--- config.mk ---
export PLATFORM = sky130hd
export DESIGN_NAME = lcc_cmd_decoder
export DESIGN_NICKNAME = d
export VERILOG_FILES = /design/src/rtl/lcc_pkg.sv /design/src/rtl/lcc_cmd_decoder.sv /design/src/rtl/lcc_fifo.sv /design/src/rtl/lcc_serial_rx.sv
export SDC_FILE = /design/constraint.sdc
export NUM_CORES = 1
export LEC_CHECK = 0
export ABC_AREA = 1
export BUFFER_PORTS_ARGS = -buffer_cell sky130_fd_sc_hd__buf_2
export CAP_MARGIN = 20
export CORE_ASPECT_RATIO = 0.6
export CORE_MARGIN = 2
export CORE_UTILIZATION = 28
export CTS_BUF_LIST = sky130_fd_sc_hd__clkbuf_8 sky130_fd_sc_hd__clkbuf_16
export CTS_CLUSTER_SIZE = 30
export DETAILED_ROUTE_END_ITERATION = 10
export PLACE_DENSITY = 0.48
export SYNTH_ARGS = -nofsm -noshare
export SYNTH_HDL_FRONTEND = slang
export SYNTH_SLANG_ARGS = --single-unit
--- constraint.sdc ---
create_clock -name clk_sys -period 3.83 [get_ports clk_sys]
set_input_delay 0.5745 -clock clk_sys [delete_from_list [all_inputs] [get_ports clk_sys]]
set_output_delay 0.5745 -clock clk_sys [all_outputs]
set_load 0.03 [all_outputs]
--- src/rtl/lcc_pkg.sv ---
// Constants shared by the LCD command decoder and its helpers
`default_nettype none
package lcc_pkg;
  localparam int DATA_W = 8;
  localparam int LINE_W = 6;
  localparam int PAGE_W = 4;
  localparam int COL_W = 8;
  localparam int WORD_W = DATA_W + 2;
  localparam int FIFO_DEPTH = 8;
  // Host bus modes
  localparam logic [1:0] MODE_8080 = 2'h0;
  localparam logic [1:0] MODE_6800 = 2'h1;
  localparam logic [1:0] MODE_SERIAL = 2'h2;
  // Address limits
  localparam logic [PAGE_W-1:0] PAGE_INDICATOR = 4'h8;
  localparam logic [COL_W-1:0] COL_LIMIT = 8'h84;
  // Status byte fields
  localparam int ST_BUSY = 7;
  localparam int ST_SEG = 6;
  localparam int ST_OFF = 5;
  localparam int ST_RESET = 4;
  // Queue word fields
  localparam int WD_READ = DATA_W + 1;
  localparam int WD_RS = DATA_W;
  // Command patterns
  localparam logic [6:0] CMD_DISP_ONOFF = 7'h57;
  localparam logic [6:0] CMD_SEG_ORDER = 7'h50;
  localparam logic [6:0] CMD_POLARITY = 7'h53;
  localparam logic [6:0] CMD_ALL_ON = 7'h52;
  localparam logic [6:0] CMD_BIAS = 7'h51;
  localparam logic [1:0] CMD_START_LINE = 2'h1;
  localparam logic [3:0] CMD_PAGE = 4'hB;
  localparam logic [3:0] CMD_COL_HI = 4'h1;
  localparam logic [3:0] CMD_COL_LO = 4'h0;
  localparam logic [7:0] CMD_RMW = 8'hE0;
  localparam logic [7:0] CMD_END = 8'hEE;
  localparam logic [7:0] CMD_RESET = 8'hE2;
  // Initialisation time
  localparam int CLK_PERIOD_NS = 4;
  localparam int RESET_TIME_NS = 1000;
  localparam int RESET_CYCLES = (RESET_TIME_NS + CLK_PERIOD_NS - 1) / CLK_PERIOD_NS;
  localparam int RST_CNT_W = $clog2(RESET_CYCLES + 1);
  localparam logic [RST_CNT_W-1:0] RST_CNT_INIT = RST_CNT_W'(RESET_CYCLES);
  localparam logic [RST_CNT_W-1:0] RST_CNT_ZERO = '0;
endpackage : lcc_pkg
`default_nettype wire

--- src/rtl/lcc_cmd_decoder.sv ---
// LCD controller host interface, command decoder and address state
`default_nettype none
module lcc_cmd_decoder
  import lcc_pkg::*;
#(
  parameter int QUEUE_DEPTH = FIFO_DEPTH
) (
  // Clock, reset, enable
  input wire logic clk_sys,
  input wire logic nrst,
  input wire logic ce,
  input wire logic hardware_reset_n,
  // Host bus
  input wire logic [1:0] bus_mode,
  input wire logic cs_n,
  input wire logic reg_select,
  input wire logic rd_e,
  input wire logic wr_rw,
  input wire logic [DATA_W-1:0] data_in,
  output logic [DATA_W-1:0] data_out,
  output logic data_oe,
  // Serial link
  input wire logic sclk,
  input wire logic sdata,
  // Display RAM port
  input wire logic ram_ready,
  input wire logic [DATA_W-1:0] ram_rdata,
  output logic [PAGE_W-1:0] ram_page,
  output logic [COL_W-1:0] ram_col,
  output logic [DATA_W-1:0] ram_wdata,
  output logic ram_we,
  output logic ram_re,
  // Display control state
  output logic display_on,
  output logic seg_reverse,
  output logic reverse_video,
  output logic all_on,
  output logic bias_sel,
  output logic power_save,
  output logic [LINE_W-1:0] start_line,
  output logic [PAGE_W-1:0] page,
  output logic [COL_W-1:0] column,
  output logic rmw_active,
  // Status
  output logic busy,
  output logic reset_active
);
  typedef struct packed {
    logic rd_q;
    logic wr_q;
    logic [DATA_W-1:0] data_out;
    logic data_oe;
    logic display_on;
    logic seg_reverse;
    logic reverse_video;
    logic all_on;
    logic bias_sel;
    logic power_save;
    logic [LINE_W-1:0] start_line;
    logic [PAGE_W-1:0] page;
    logic [COL_W-1:0] col;
    logic [COL_W-1:0] col_saved;
    logic rmw;
    logic [RST_CNT_W-1:0] rst_cnt;
    logic reset_active;
    logic busy;
    logic [PAGE_W-1:0] ram_page;
    logic [COL_W-1:0] ram_col;
    logic [DATA_W-1:0] ram_wdata;
    logic ram_we;
    logic ram_re;
    logic rd_pend;
    logic [DATA_W-1:0] read_latch;
  } lcc_state_t;

  lcc_state_t q;
  lcc_state_t next_q;

  // Bus event decode
  logic parallel;
  logic selected;
  logic wr_done;
  logic rd_done;
  logic rd_active;
  logic [DATA_W-1:0] status;

  // Serial receiver outputs
  logic ser_valid;
  logic ser_rs;
  logic [DATA_W-1:0] ser_byte;

  // Queue signals
  logic host_valid;
  logic [WORD_W-1:0] host_word;
  logic fifo_in_ready;
  logic fifo_out_valid;
  logic fifo_out_ready;
  logic [WORD_W-1:0] fifo_word;
  logic exec;
  logic [DATA_W-1:0] cmd;

  assign parallel = bus_mode != MODE_SERIAL;
  assign selected = !cs_n;

  always_comb
  begin
    if (bus_mode == MODE_6800)
    begin
      // Enable high pulse, read/write level selects direction
      wr_done = q.rd_q && !rd_e && !wr_rw;
      rd_done = q.rd_q && !rd_e && wr_rw;
      rd_active = rd_e && wr_rw;
    end
    else
    begin
      // Separate active low read and write strobes
      wr_done = !q.wr_q && wr_rw;
      rd_done = !q.rd_q && rd_e;
      rd_active = !rd_e;
    end
  end

  // Status byte, low nibble zero
  assign status = {q.busy, !q.seg_reverse, !q.display_on, q.reset_active, 4'h0};

  lcc_serial_rx u_serial (
    .clk_sys(clk_sys),
    .nrst(nrst),
    .ce(ce),
    .enable(bus_mode == MODE_SERIAL),
    .cs_n(cs_n),
    .sclk(sclk),
    .sdata(sdata),
    .reg_select(reg_select),
    .byte_valid(ser_valid),
    .byte_rs(ser_rs),
    .byte_data(ser_byte)
  );

  // Writes of both kinds and data reads are queued; status reads are not
  always_comb
  begin
    if (parallel)
    begin
      host_valid = selected && (wr_done || (rd_done && reg_select));
      host_word = {rd_done, reg_select, data_in};
    end
    else
    begin
      host_valid = ser_valid;
      host_word = {1'b0, ser_rs, ser_byte};
    end
  end

  lcc_fifo #(
    .WIDTH(WORD_W),
    .DEPTH(QUEUE_DEPTH)
  ) u_fifo (
    .clk_sys(clk_sys),
    .nrst(nrst),
    .ce(ce),
    .in_valid(host_valid && !q.busy),
    .in_ready(fifo_in_ready),
    .in_data(host_word),
    .out_valid(fifo_out_valid),
    .out_ready(fifo_out_ready),
    .out_data(fifo_word)
  );

  // RAM contention and initialisation stall the executor
  assign fifo_out_ready = ram_ready && !q.reset_active && hardware_reset_n;
  assign exec = fifo_out_valid && fifo_out_ready;
  assign cmd = fifo_word[DATA_W-1:0];

  always_comb
  begin
    next_q = q;
    next_q.rd_q = rd_e;
    next_q.wr_q = wr_rw;
    next_q.ram_we = 1'b0;
    next_q.ram_re = 1'b0;
    next_q.rd_pend = q.ram_re;
    if (q.rd_pend)
      next_q.read_latch = ram_rdata;
    // Read buffer lags one access behind the column
    next_q.data_out = reg_select ? q.read_latch : status;
    next_q.data_oe = parallel && selected && rd_active;

    if (q.reset_active)
    begin
      if (q.rst_cnt == RST_CNT_ZERO)
        next_q.reset_active = 1'b0;
      else
        next_q.rst_cnt = q.rst_cnt - RST_CNT_W'(1);
    end

    if (exec)
    begin
      if (fifo_word[WD_RS])
      begin
        next_q.ram_page = q.page;
        next_q.ram_col = q.col;
        if (fifo_word[WD_READ])
        begin
          next_q.ram_re = 1'b1;
          if (!q.rmw && q.col != COL_LIMIT)
            next_q.col = q.col + COL_W'(1);
        end
        else
        begin
          next_q.ram_we = 1'b1;
          if (q.page == PAGE_INDICATOR)
            next_q.ram_wdata = {7'h00, cmd[0]};
          else
            next_q.ram_wdata = cmd;
          if (q.col != COL_LIMIT)
            next_q.col = q.col + COL_W'(1);
        end
      end
      else if (!fifo_word[WD_READ])
      begin
        if (cmd[7:1] == CMD_DISP_ONOFF)
          next_q.display_on = cmd[0];
        else if (cmd[7:1] == CMD_SEG_ORDER)
          next_q.seg_reverse = cmd[0];
        else if (cmd[7:1] == CMD_POLARITY)
          next_q.reverse_video = cmd[0];
        else if (cmd[7:1] == CMD_ALL_ON)
          next_q.all_on = cmd[0];
        else if (cmd[7:1] == CMD_BIAS)
          next_q.bias_sel = cmd[0];
        else if (cmd[7:6] == CMD_START_LINE)
          next_q.start_line = cmd[LINE_W-1:0];
        else if (cmd[7:4] == CMD_PAGE)
        begin
          if (cmd[3:0] <= PAGE_INDICATOR)
            next_q.page = cmd[3:0];
        end
        else if (cmd[7:4] == CMD_COL_HI)
          next_q.col = {cmd[3:0], q.col[3:0]};
        else if (cmd[7:4] == CMD_COL_LO)
          next_q.col = {q.col[7:4], cmd[3:0]};
        else if (cmd == CMD_RMW)
        begin
          next_q.rmw = 1'b1;
          next_q.col_saved = q.col;
        end
        else if (cmd == CMD_END)
        begin
          next_q.rmw = 1'b0;
          if (q.rmw)
            next_q.col = q.col_saved;
        end
        else if (cmd == CMD_RESET)
        begin
          next_q.start_line = '0;
          next_q.col = '0;
          next_q.page = '0;
          next_q.rmw = 1'b0;
          next_q.reset_active = 1'b1;
          next_q.rst_cnt = RST_CNT_INIT;
        end
        // Any other byte leaves all state alone
        else
          next_q.rmw = q.rmw;
      end
    end

    // Pin reset re-initialises control state and holds the counter
    if (!hardware_reset_n)
    begin
      next_q.display_on = 1'b0;
      next_q.seg_reverse = 1'b0;
      next_q.reverse_video = 1'b0;
      next_q.all_on = 1'b0;
      next_q.bias_sel = 1'b0;
      next_q.start_line = '0;
      next_q.page = '0;
      next_q.col = '0;
      next_q.rmw = 1'b0;
      next_q.ram_we = 1'b0;
      next_q.ram_re = 1'b0;
      next_q.reset_active = 1'b1;
      next_q.rst_cnt = RST_CNT_INIT;
    end

    next_q.power_save = next_q.all_on && !next_q.display_on;
    // Busy while initialising or while the queue is full
    next_q.busy = next_q.reset_active || !fifo_in_ready;
  end

  always_ff @(posedge clk_sys or negedge nrst)
  begin
    if (!nrst)
    begin
      q <= '0;
      q.rd_q <= 1'b1;
      q.wr_q <= 1'b1;
      q.reset_active <= 1'b1;
      q.busy <= 1'b1;
      q.rst_cnt <= RST_CNT_INIT;
    end
    else if (ce)
      q <= next_q;
  end

  assign data_out = q.data_out;
  assign data_oe = q.data_oe;
  assign ram_page = q.ram_page;
  assign ram_col = q.ram_col;
  assign ram_wdata = q.ram_wdata;
  assign ram_we = q.ram_we;
  assign ram_re = q.ram_re;
  assign display_on = q.display_on;
  assign seg_reverse = q.seg_reverse;
  assign reverse_video = q.reverse_video;
  assign all_on = q.all_on;
  assign bias_sel = q.bias_sel;
  assign power_save = q.power_save;
  assign start_line = q.start_line;
  assign page = q.page;
  assign column = q.col;
  assign rmw_active = q.rmw;
  assign busy = q.busy;
  assign reset_active = q.reset_active;
endmodule : lcc_cmd_decoder
`default_nettype wire

--- src/rtl/lcc_fifo.sv ---
// Flip-flop FIFO with valid/ready on both sides
`default_nettype none
module lcc_fifo #(
  parameter int WIDTH = 10,
  parameter int DEPTH = 8
) (
  // Clock and reset
  input wire logic clk_sys,
  input wire logic nrst,
  input wire logic ce,
  // Fill side
  input wire logic in_valid,
  output logic in_ready,
  input wire logic [WIDTH-1:0] in_data,
  // Drain side
  output logic out_valid,
  input wire logic out_ready,
  output logic [WIDTH-1:0] out_data
);
  localparam int PW = $clog2(DEPTH);

  typedef struct packed {
    logic [DEPTH-1:0][WIDTH-1:0] mem;
    logic [PW:0] wr_ptr;
    logic [PW:0] rd_ptr;
  } lcc_fifo_t;

  lcc_fifo_t q;
  lcc_fifo_t next_q;
  logic full;
  logic empty;

  assign empty = q.wr_ptr == q.rd_ptr;
  assign full = (q.wr_ptr[PW] != q.rd_ptr[PW]) && (q.wr_ptr[PW-1:0] == q.rd_ptr[PW-1:0]);
  assign in_ready = !full;
  assign out_valid = !empty;
  assign out_data = q.mem[q.rd_ptr[PW-1:0]];

  always_comb
  begin
    next_q = q;
    if (in_valid && !full)
    begin
      next_q.mem[q.wr_ptr[PW-1:0]] = in_data;
      next_q.wr_ptr = q.wr_ptr + (PW+1)'(1);
    end
    if (out_ready && !empty)
      next_q.rd_ptr = q.rd_ptr + (PW+1)'(1);
  end

  always_ff @(posedge clk_sys or negedge nrst)
  begin
    if (!nrst)
      q <= '0;
    else if (ce)
      q <= next_q;
  end
endmodule : lcc_fifo
`default_nettype wire

--- src/rtl/lcc_serial_rx.sv ---
// Serial byte receiver, most significant bit first
`default_nettype none
module lcc_serial_rx
  import lcc_pkg::*;
(
  // Clock and reset
  input wire logic clk_sys,
  input wire logic nrst,
  input wire logic ce,
  // Serial pins
  input wire logic enable,
  input wire logic cs_n,
  input wire logic sclk,
  input wire logic sdata,
  input wire logic reg_select,
  // Assembled byte
  output logic byte_valid,
  output logic byte_rs,
  output logic [DATA_W-1:0] byte_data
);
  typedef struct packed {
    logic sclk_q;
    logic [2:0] count;
    logic [DATA_W-1:0] shift;
    logic valid;
    logic rs;
  } lcc_ser_t;

  lcc_ser_t q;
  lcc_ser_t next_q;

  assign byte_valid = q.valid;
  assign byte_rs = q.rs;
  assign byte_data = q.shift;

  always_comb
  begin
    next_q = q;
    next_q.valid = 1'b0;
    next_q.sclk_q = sclk;
    if (!enable || cs_n)
      next_q.count = 3'h0;
    else if (sclk && !q.sclk_q)
    begin
      next_q.shift = {q.shift[DATA_W-2:0], sdata};
      next_q.count = q.count + 3'h1;
      if (q.count == 3'h7)
      begin
        next_q.valid = 1'b1;
        next_q.rs = reg_select;
      end
    end
  end

  always_ff @(posedge clk_sys or negedge nrst)
  begin
    if (!nrst)
      q <= '0;
    else if (ce)
      q <= next_q;
  end
endmodule : lcc_serial_rx
`default_nettype wire

Word-level counts from Yosys, hierarchy flattened --
Index checks and enable logic that the tools add are counted.
Word-level totals: register bits 187, input bits 29, logic and storage cells 288, output and inout port bits 58
Operators by class: add/sub/neg operators 5, equality and inequality tests 66, bitwise gates (word level) 12, reductions and logical operators 58, $lt $le $gt $ge 4, multiplexer cells 102
Operators by type and width (count):
- 2-to-1 mux 18 bit | 32
- 2-to-1 mux 36 bit | 7
- 2-to-1 mux 8 bit | 12
- bitwise mux 80 bit | 1
- 2-to-1 mux 10 bit | 8
- != test 3 bit (second input constant) | 18
- AND reduction 16 bit | 3
- 2-to-1 mux 9 bit | 4
- == test 7 bit (second input constant) | 5
- binary-select mux 10 bit (select 3 bit) | 1
- demux 10 bit (select 3 bit) | 1
- 2-to-1 mux 30 bit | 1
- AND reduction 14 bit | 2
- 2-to-1 mux 26 bit | 1
- == test 8 bit (second input constant) | 3
- != test 2 bit (second input constant) | 12
- logical AND 1 bit | 20
- 2-to-1 mux 5 bit | 4
- 2-to-1 mux 1 bit | 16
- zero test 1 bit | 15
- AND reduction 15 bit | 1
- 2-to-1 mux 13 bit | 1
- 2-to-1 mux 2 bit | 6
- 2-to-1 mux 4 bit | 3
- other kinds (37) | 70

Logic depth before layout (Yosys ltp) --
depth in word-level cells 46, gate-level depth with buffers 19

Hierarchy --
A second synthesis with hierarchy kept.
Second synthesis, totals: cell total of the unflattened synthesis 1413, area total of the unflattened synthesis 10891.7 sq um
Modules (own cells, without submodules):
- lcc_cmd_decoder | sequential area each 2139.6 sq um, area an instance 5500.3 sq um, cells each 744, instances 1
- lcc_fifo | sequential area each 2202.1 sq um, area an instance 4722.0 sq um, cells each 588, instances 1
- lcc_serial_rx | sequential area each 350.3 sq um, area an instance 669.4 sq um, cells each 81, instances 1

Least setup slack after synthesis --
No wires, ideal clock.
path type register -> register, from register u_fifo.q[1] in the netlist's numbering, to register q (netlist bit column[5]), cell stages (with the launch flop) 17, clock period less this slack 2095 ps, path slack 1735 ps, setup time 117 ps, required time 3713 ps, arrival time 1978 ps, buffers on the path 2, cell sequence dfrtp_1 buf_4 inv_4 buf_4 nand3_1 nand2_1 nand2_1 nand2_1 nand2_1 nor2_2 nand2_2 inv_2 nor3_1 a21oi_2 nand2_1 nand2_1 nand2_1
On the way: word-level cells in the longest chain between the ends 30, elaborated cells between the ends (all ways) 61, classes of those cells 27 x eq/ne; 30 x mux; 4 x reduce/logical
Ends and longest elaborated chain:
- start, declared | line lcc_fifo.sv:28 | lcc_fifo_t q;
- start signal, assigned | line lcc_fifo.sv:56 | q <= next_q;
- binary-select mux 10 bit (select 3 bit) | line lcc_fifo.sv:37 | assign out_data = q.mem[q.rd_ptr[PW-1:0]];
- 2-to-1 mux 10 bit (not written as such) | line lcc_fifo.sv:37
- == test 8 bit | line lcc_cmd_decoder.sv:248 | else if (cmd == CMD_END)
- 2-to-1 mux 8 bit | line lcc_cmd_decoder.sv:248
- 2-to-1 mux 18 bit | line lcc_cmd_decoder.sv:243 | else if (cmd == CMD_RMW)
- 2-to-1 mux 18 bit | line lcc_cmd_decoder.sv:241 | else if (cmd[7:4] == CMD_COL_LO)
- 2-to-1 mux 18 bit | line lcc_cmd_decoder.sv:239 | else if (cmd[7:4] == CMD_COL_HI)
- 2-to-1 mux 18 bit | line lcc_cmd_decoder.sv:234 | else if (cmd[7:4] == CMD_PAGE)
- [... 14 more ...]
- 2-to-1 mux 36 bit | line lcc_cmd_decoder.sv:228 | else if (cmd[7:1] == CMD_ALL_ON)
- 2-to-1 mux 36 bit | line lcc_cmd_decoder.sv:226 | else if (cmd[7:1] == CMD_POLARITY)
- 2-to-1 mux 36 bit | line lcc_cmd_decoder.sv:224 | else if (cmd[7:1] == CMD_SEG_ORDER)
- 2-to-1 mux 36 bit | line lcc_cmd_decoder.sv:222 | if (cmd[7:1] == CMD_DISP_ONOFF)
- 2-to-1 mux 36 bit | line lcc_cmd_decoder.sv:220 | else if (!fifo_word[WD_READ])
- 2-to-1 mux 8 bit | line lcc_cmd_decoder.sv:199 | if (fifo_word[WD_RS])
- 2-to-1 mux 36 bit | line lcc_cmd_decoder.sv:197 | if (exec)
- 2-to-1 mux 18 bit | line lcc_cmd_decoder.sv:270 | if (!hardware_reset_n)
- end signal, assigned | line lcc_cmd_decoder.sv:304 | q <= next_q;
- end, declared | line lcc_cmd_decoder.sv:76 | lcc_state_t q;
Several ways; a longest one is shown, not always the timed one. The select of a mux whose other input is x is not followed. A chain may end at the register's enable or synchronous reset.

Final worst setup path --
from register u_fifo.q[0] in the netlist's numbering, to register q (netlist bit column[5])
Same word-level chain as after synthesis.

==> run metrics <==
max cap viols 0; FF+latch count, synth 187; Clock Skews 0.01097 ns; Least-Margin Pin Slew 1.058 ns; Worst-path clk slew 0.07 ns; final instance area 0.01136 sq mm; hpwl dp roughly 22000 microns; DRT antenna net count 0; sequential share of the synthesized area 45.71%; ys flop type dfrtp_1; DP Area 0.01082 sq mm; layout cells sized above 1 14.81%; number of synthesized flops with an enable pin 0; path depth of the worst reg2reg path 12; initial antenna violation count 0; reg2reg end column[5]; DRC 0; Die Width 251.2 microns; # fillers 3954; pre-CTS WS 0.8073 ns; CTS root buf clkbuf_16; Slew Limit Fails 0; die height 152.3 microns; total CTS buffers 17; PostCTS Resize Cnt 0; largest net degree at the start of global routing 84; met1 Use GR 26.84%; vias in the first global route 8371; drt first pass iters 6; routed vias/inst 4.656; Mapped Cells 1354; maximum clock rate 0.3173 GHz; crit path time final 3.152 ns; syn nets 1391; Clock Sinks 187; Crit path top cell by count nand2_1; status finished, final reports clean; GR Util met2 about a fifth; Hold WS 0.1871 ns; total track usage 16.60%; met3 usage 4.817%; crit path from u_fifo.q[0]; Ports 87; Max VDD drop between 0.3 and 0.4 mV; Skew-Pair Late Insertion Delay 0.45 ns; pwr dens 415.1 mW/mm^2; type of the worst setup path flip-flop to flip-flop; Final WS setup 0.6784 ns; unrepaired setup endpoints after global routing no; CP startpoint kind flip-flop; slowest stage delay, CP 0.75 ns; nets@finish roughly 1400; Final Cycle Share 82.29%; Crit path required time approximately 4.2 ns; Bufs on Longest Clock Path 2; slowest CP cell dfrtp_1; CP delay by family, top simple AND/OR/NAND/NOR gates; PortBufs 86; Starting Density 28.34%; GPL Wtd Cong 0.8943; initial DRC count 679; P_leak approximately 5.8 nW; Hold WC Path Type input pin to async pin; largest fanout on the critical path 17; Hold Buf Count CTS 0; CTS tree yes; final hold vios 0; R2R Setup Slk ~0.68 ns; Worst EP arrival between 3 and 4 ns; GRT Max-Usage Layer met1; total gr overflow 0; Syn Area/Cell 7.580 sq um; worst path cell trace buf_4 -> nand2_1 -> nand3_1 -> nand2_1 -> o21ai_1 -> nand2_1 -> nor2_1 -> nand2_1 -> a21oi_2 -> nand2_1 -> nand2_1 -> nand2_1; Vias between 8000 and 9000; placement row count 54; total core area about 0.036 sq mm; Worst setup EP type flip-flop; Yosys Warn Count 0; Die ar. 0.03825 sq mm; Util after Layout 31.38%; Layout Area Growth over Synthesis 10.73%; reg-to-reg critical path startpoint u_fifo.q[0]; setup-violating endpoint count in the final report 0; H-tree Lvls 4; Buf+Inv Stages, Crit Path 1; post-CTS setup buffers 0; Wirelength per Cell 16.34 microns; ys async rst share 100.0%; antenna diode count 0; first-pass GRT wire length 49310 microns; WL final 30620 microns; Mapped Area 0.01026 sq mm; library cells used by synthesis 47; setup TNS 0 ns; max_slew headroom roughly 29%
## registers in the layout (all words and copies together), names as in the netlist, 6 cells and up
register,count
u_fifo.q,88
q,27
column,8
data_out,8
ram_col,8
ram_wdata,8
u_serial.byte_data,8
start_line,6
## metrics by stage
stage	total power, mW	instances
final	4.717	1874
after detailed placement	3.035	1842
after global routing	4.967	1874
after global placement	3.035	1842
after CTS	4.768	1873
after floorplan	2.765	1354
## cell families (layout without fill, tap and decap cells)
| logic type | Yosys count | count (layout) | synth area share (%) |
|---|---|---|---|
| compound gates | 215 | 215 | 11.08 |
| xor+xnor | 12 | 12 | 1.024 |
| fa+ha+maj | 8 | 8 | 0.9753 |
| buf+inv | 250 | 294 | 12.02 |
| flops | 187 | 187 | 45.71 |
| mux | 8 | 8 | 0.8778 |
| simple gates | 674 | 674 | 28.31 |
## cells in the mapped netlist, types with 7 or more instances
cell,count,area [sq um]
o21ai_1,35,175.2
inv_2,8,30.03
ha_1,8,100.1
clkbuf_1,16,60.06
nand4_1,23,143.9
dfstp_2,10,262.8
buf_4,50,375.4
nor2_1,136,510.5
nand3_1,96,480.5
mux2_2,8,90.09
buf_6,9,101.4
o22ai_1,7,43.79
nor2_2,10,62.56
inv_1,145,544.3
nand2_2,16,100.1
nand2_1,370,1389
o21ai_0,78,390.4
xor2_1,10,87.58
a21oi_1,79,395.4
buf_2,17,85.08
dfrtp_1,177,4429
## layer usage
metal  up-vias  share of wire [%]  wire length (microns)
met5         -                  0                      0
met4         0               0.92                    281
met3        22                7.5                   2296
met2       270                 37                  11290
met1      4101                 55                  16750
li1       4333                  -                      -
## power by group
part | switching (mW) | internal [mW] | total [mW]
Combinational | 0.661 | 0.234 | 0.895
Sequential | 0.0579 | 2.05 | 2.11
Clock | 0.812 | 0.903 | 1.72
Total | 1.53 | 3.19 | 4.72
## how the worst max path moves through the flow
stage	to	slack (ns)	cells past startpoint
final	column[5]	0.68	12
after CTS	start_line[1]	0.75	12
after global placement	q[33]	0.72	12
after detailed placement	start_line[5]	0.81	12
after floorplan	column[5]	1.74	16
after global routing	column[5]	0.42	15
## cells in the final DEF, fill, tap and decap left out, drive strengths merged
cell,n
nand4,23
nand2,388
or3,1
ha,8
mux2,8
a41oi,1
buf,105
nor2,150
or2,1
a22oi,2
a31oi,3
xnor2,2
clkinvlp,2
nor4,2
clkinv,8
o211ai,2
nor3,6
a21oi,82
xor2,10
a32o,1
o21ai,114
and2,1
clkbuf,19
nand3,100
nand3b,1
o22ai,8
a22o,2
dfstp,10
bufinv,1
dfrtp,177
inv,159
and3,1
## area by class of cell
cell class,count,area (sq um),area share [%]
tap,476,595.6,5.241
sequential,187,4692,41.29
multi-input combinational,917,4338,38.17
inverter,157,596.8,5.252
clock buffer,18,439.2,3.864
timing repair buffer,106,599.3,5.274
clock inverter,13,103.9,0.9138
(Power assumes the default switching activity.)
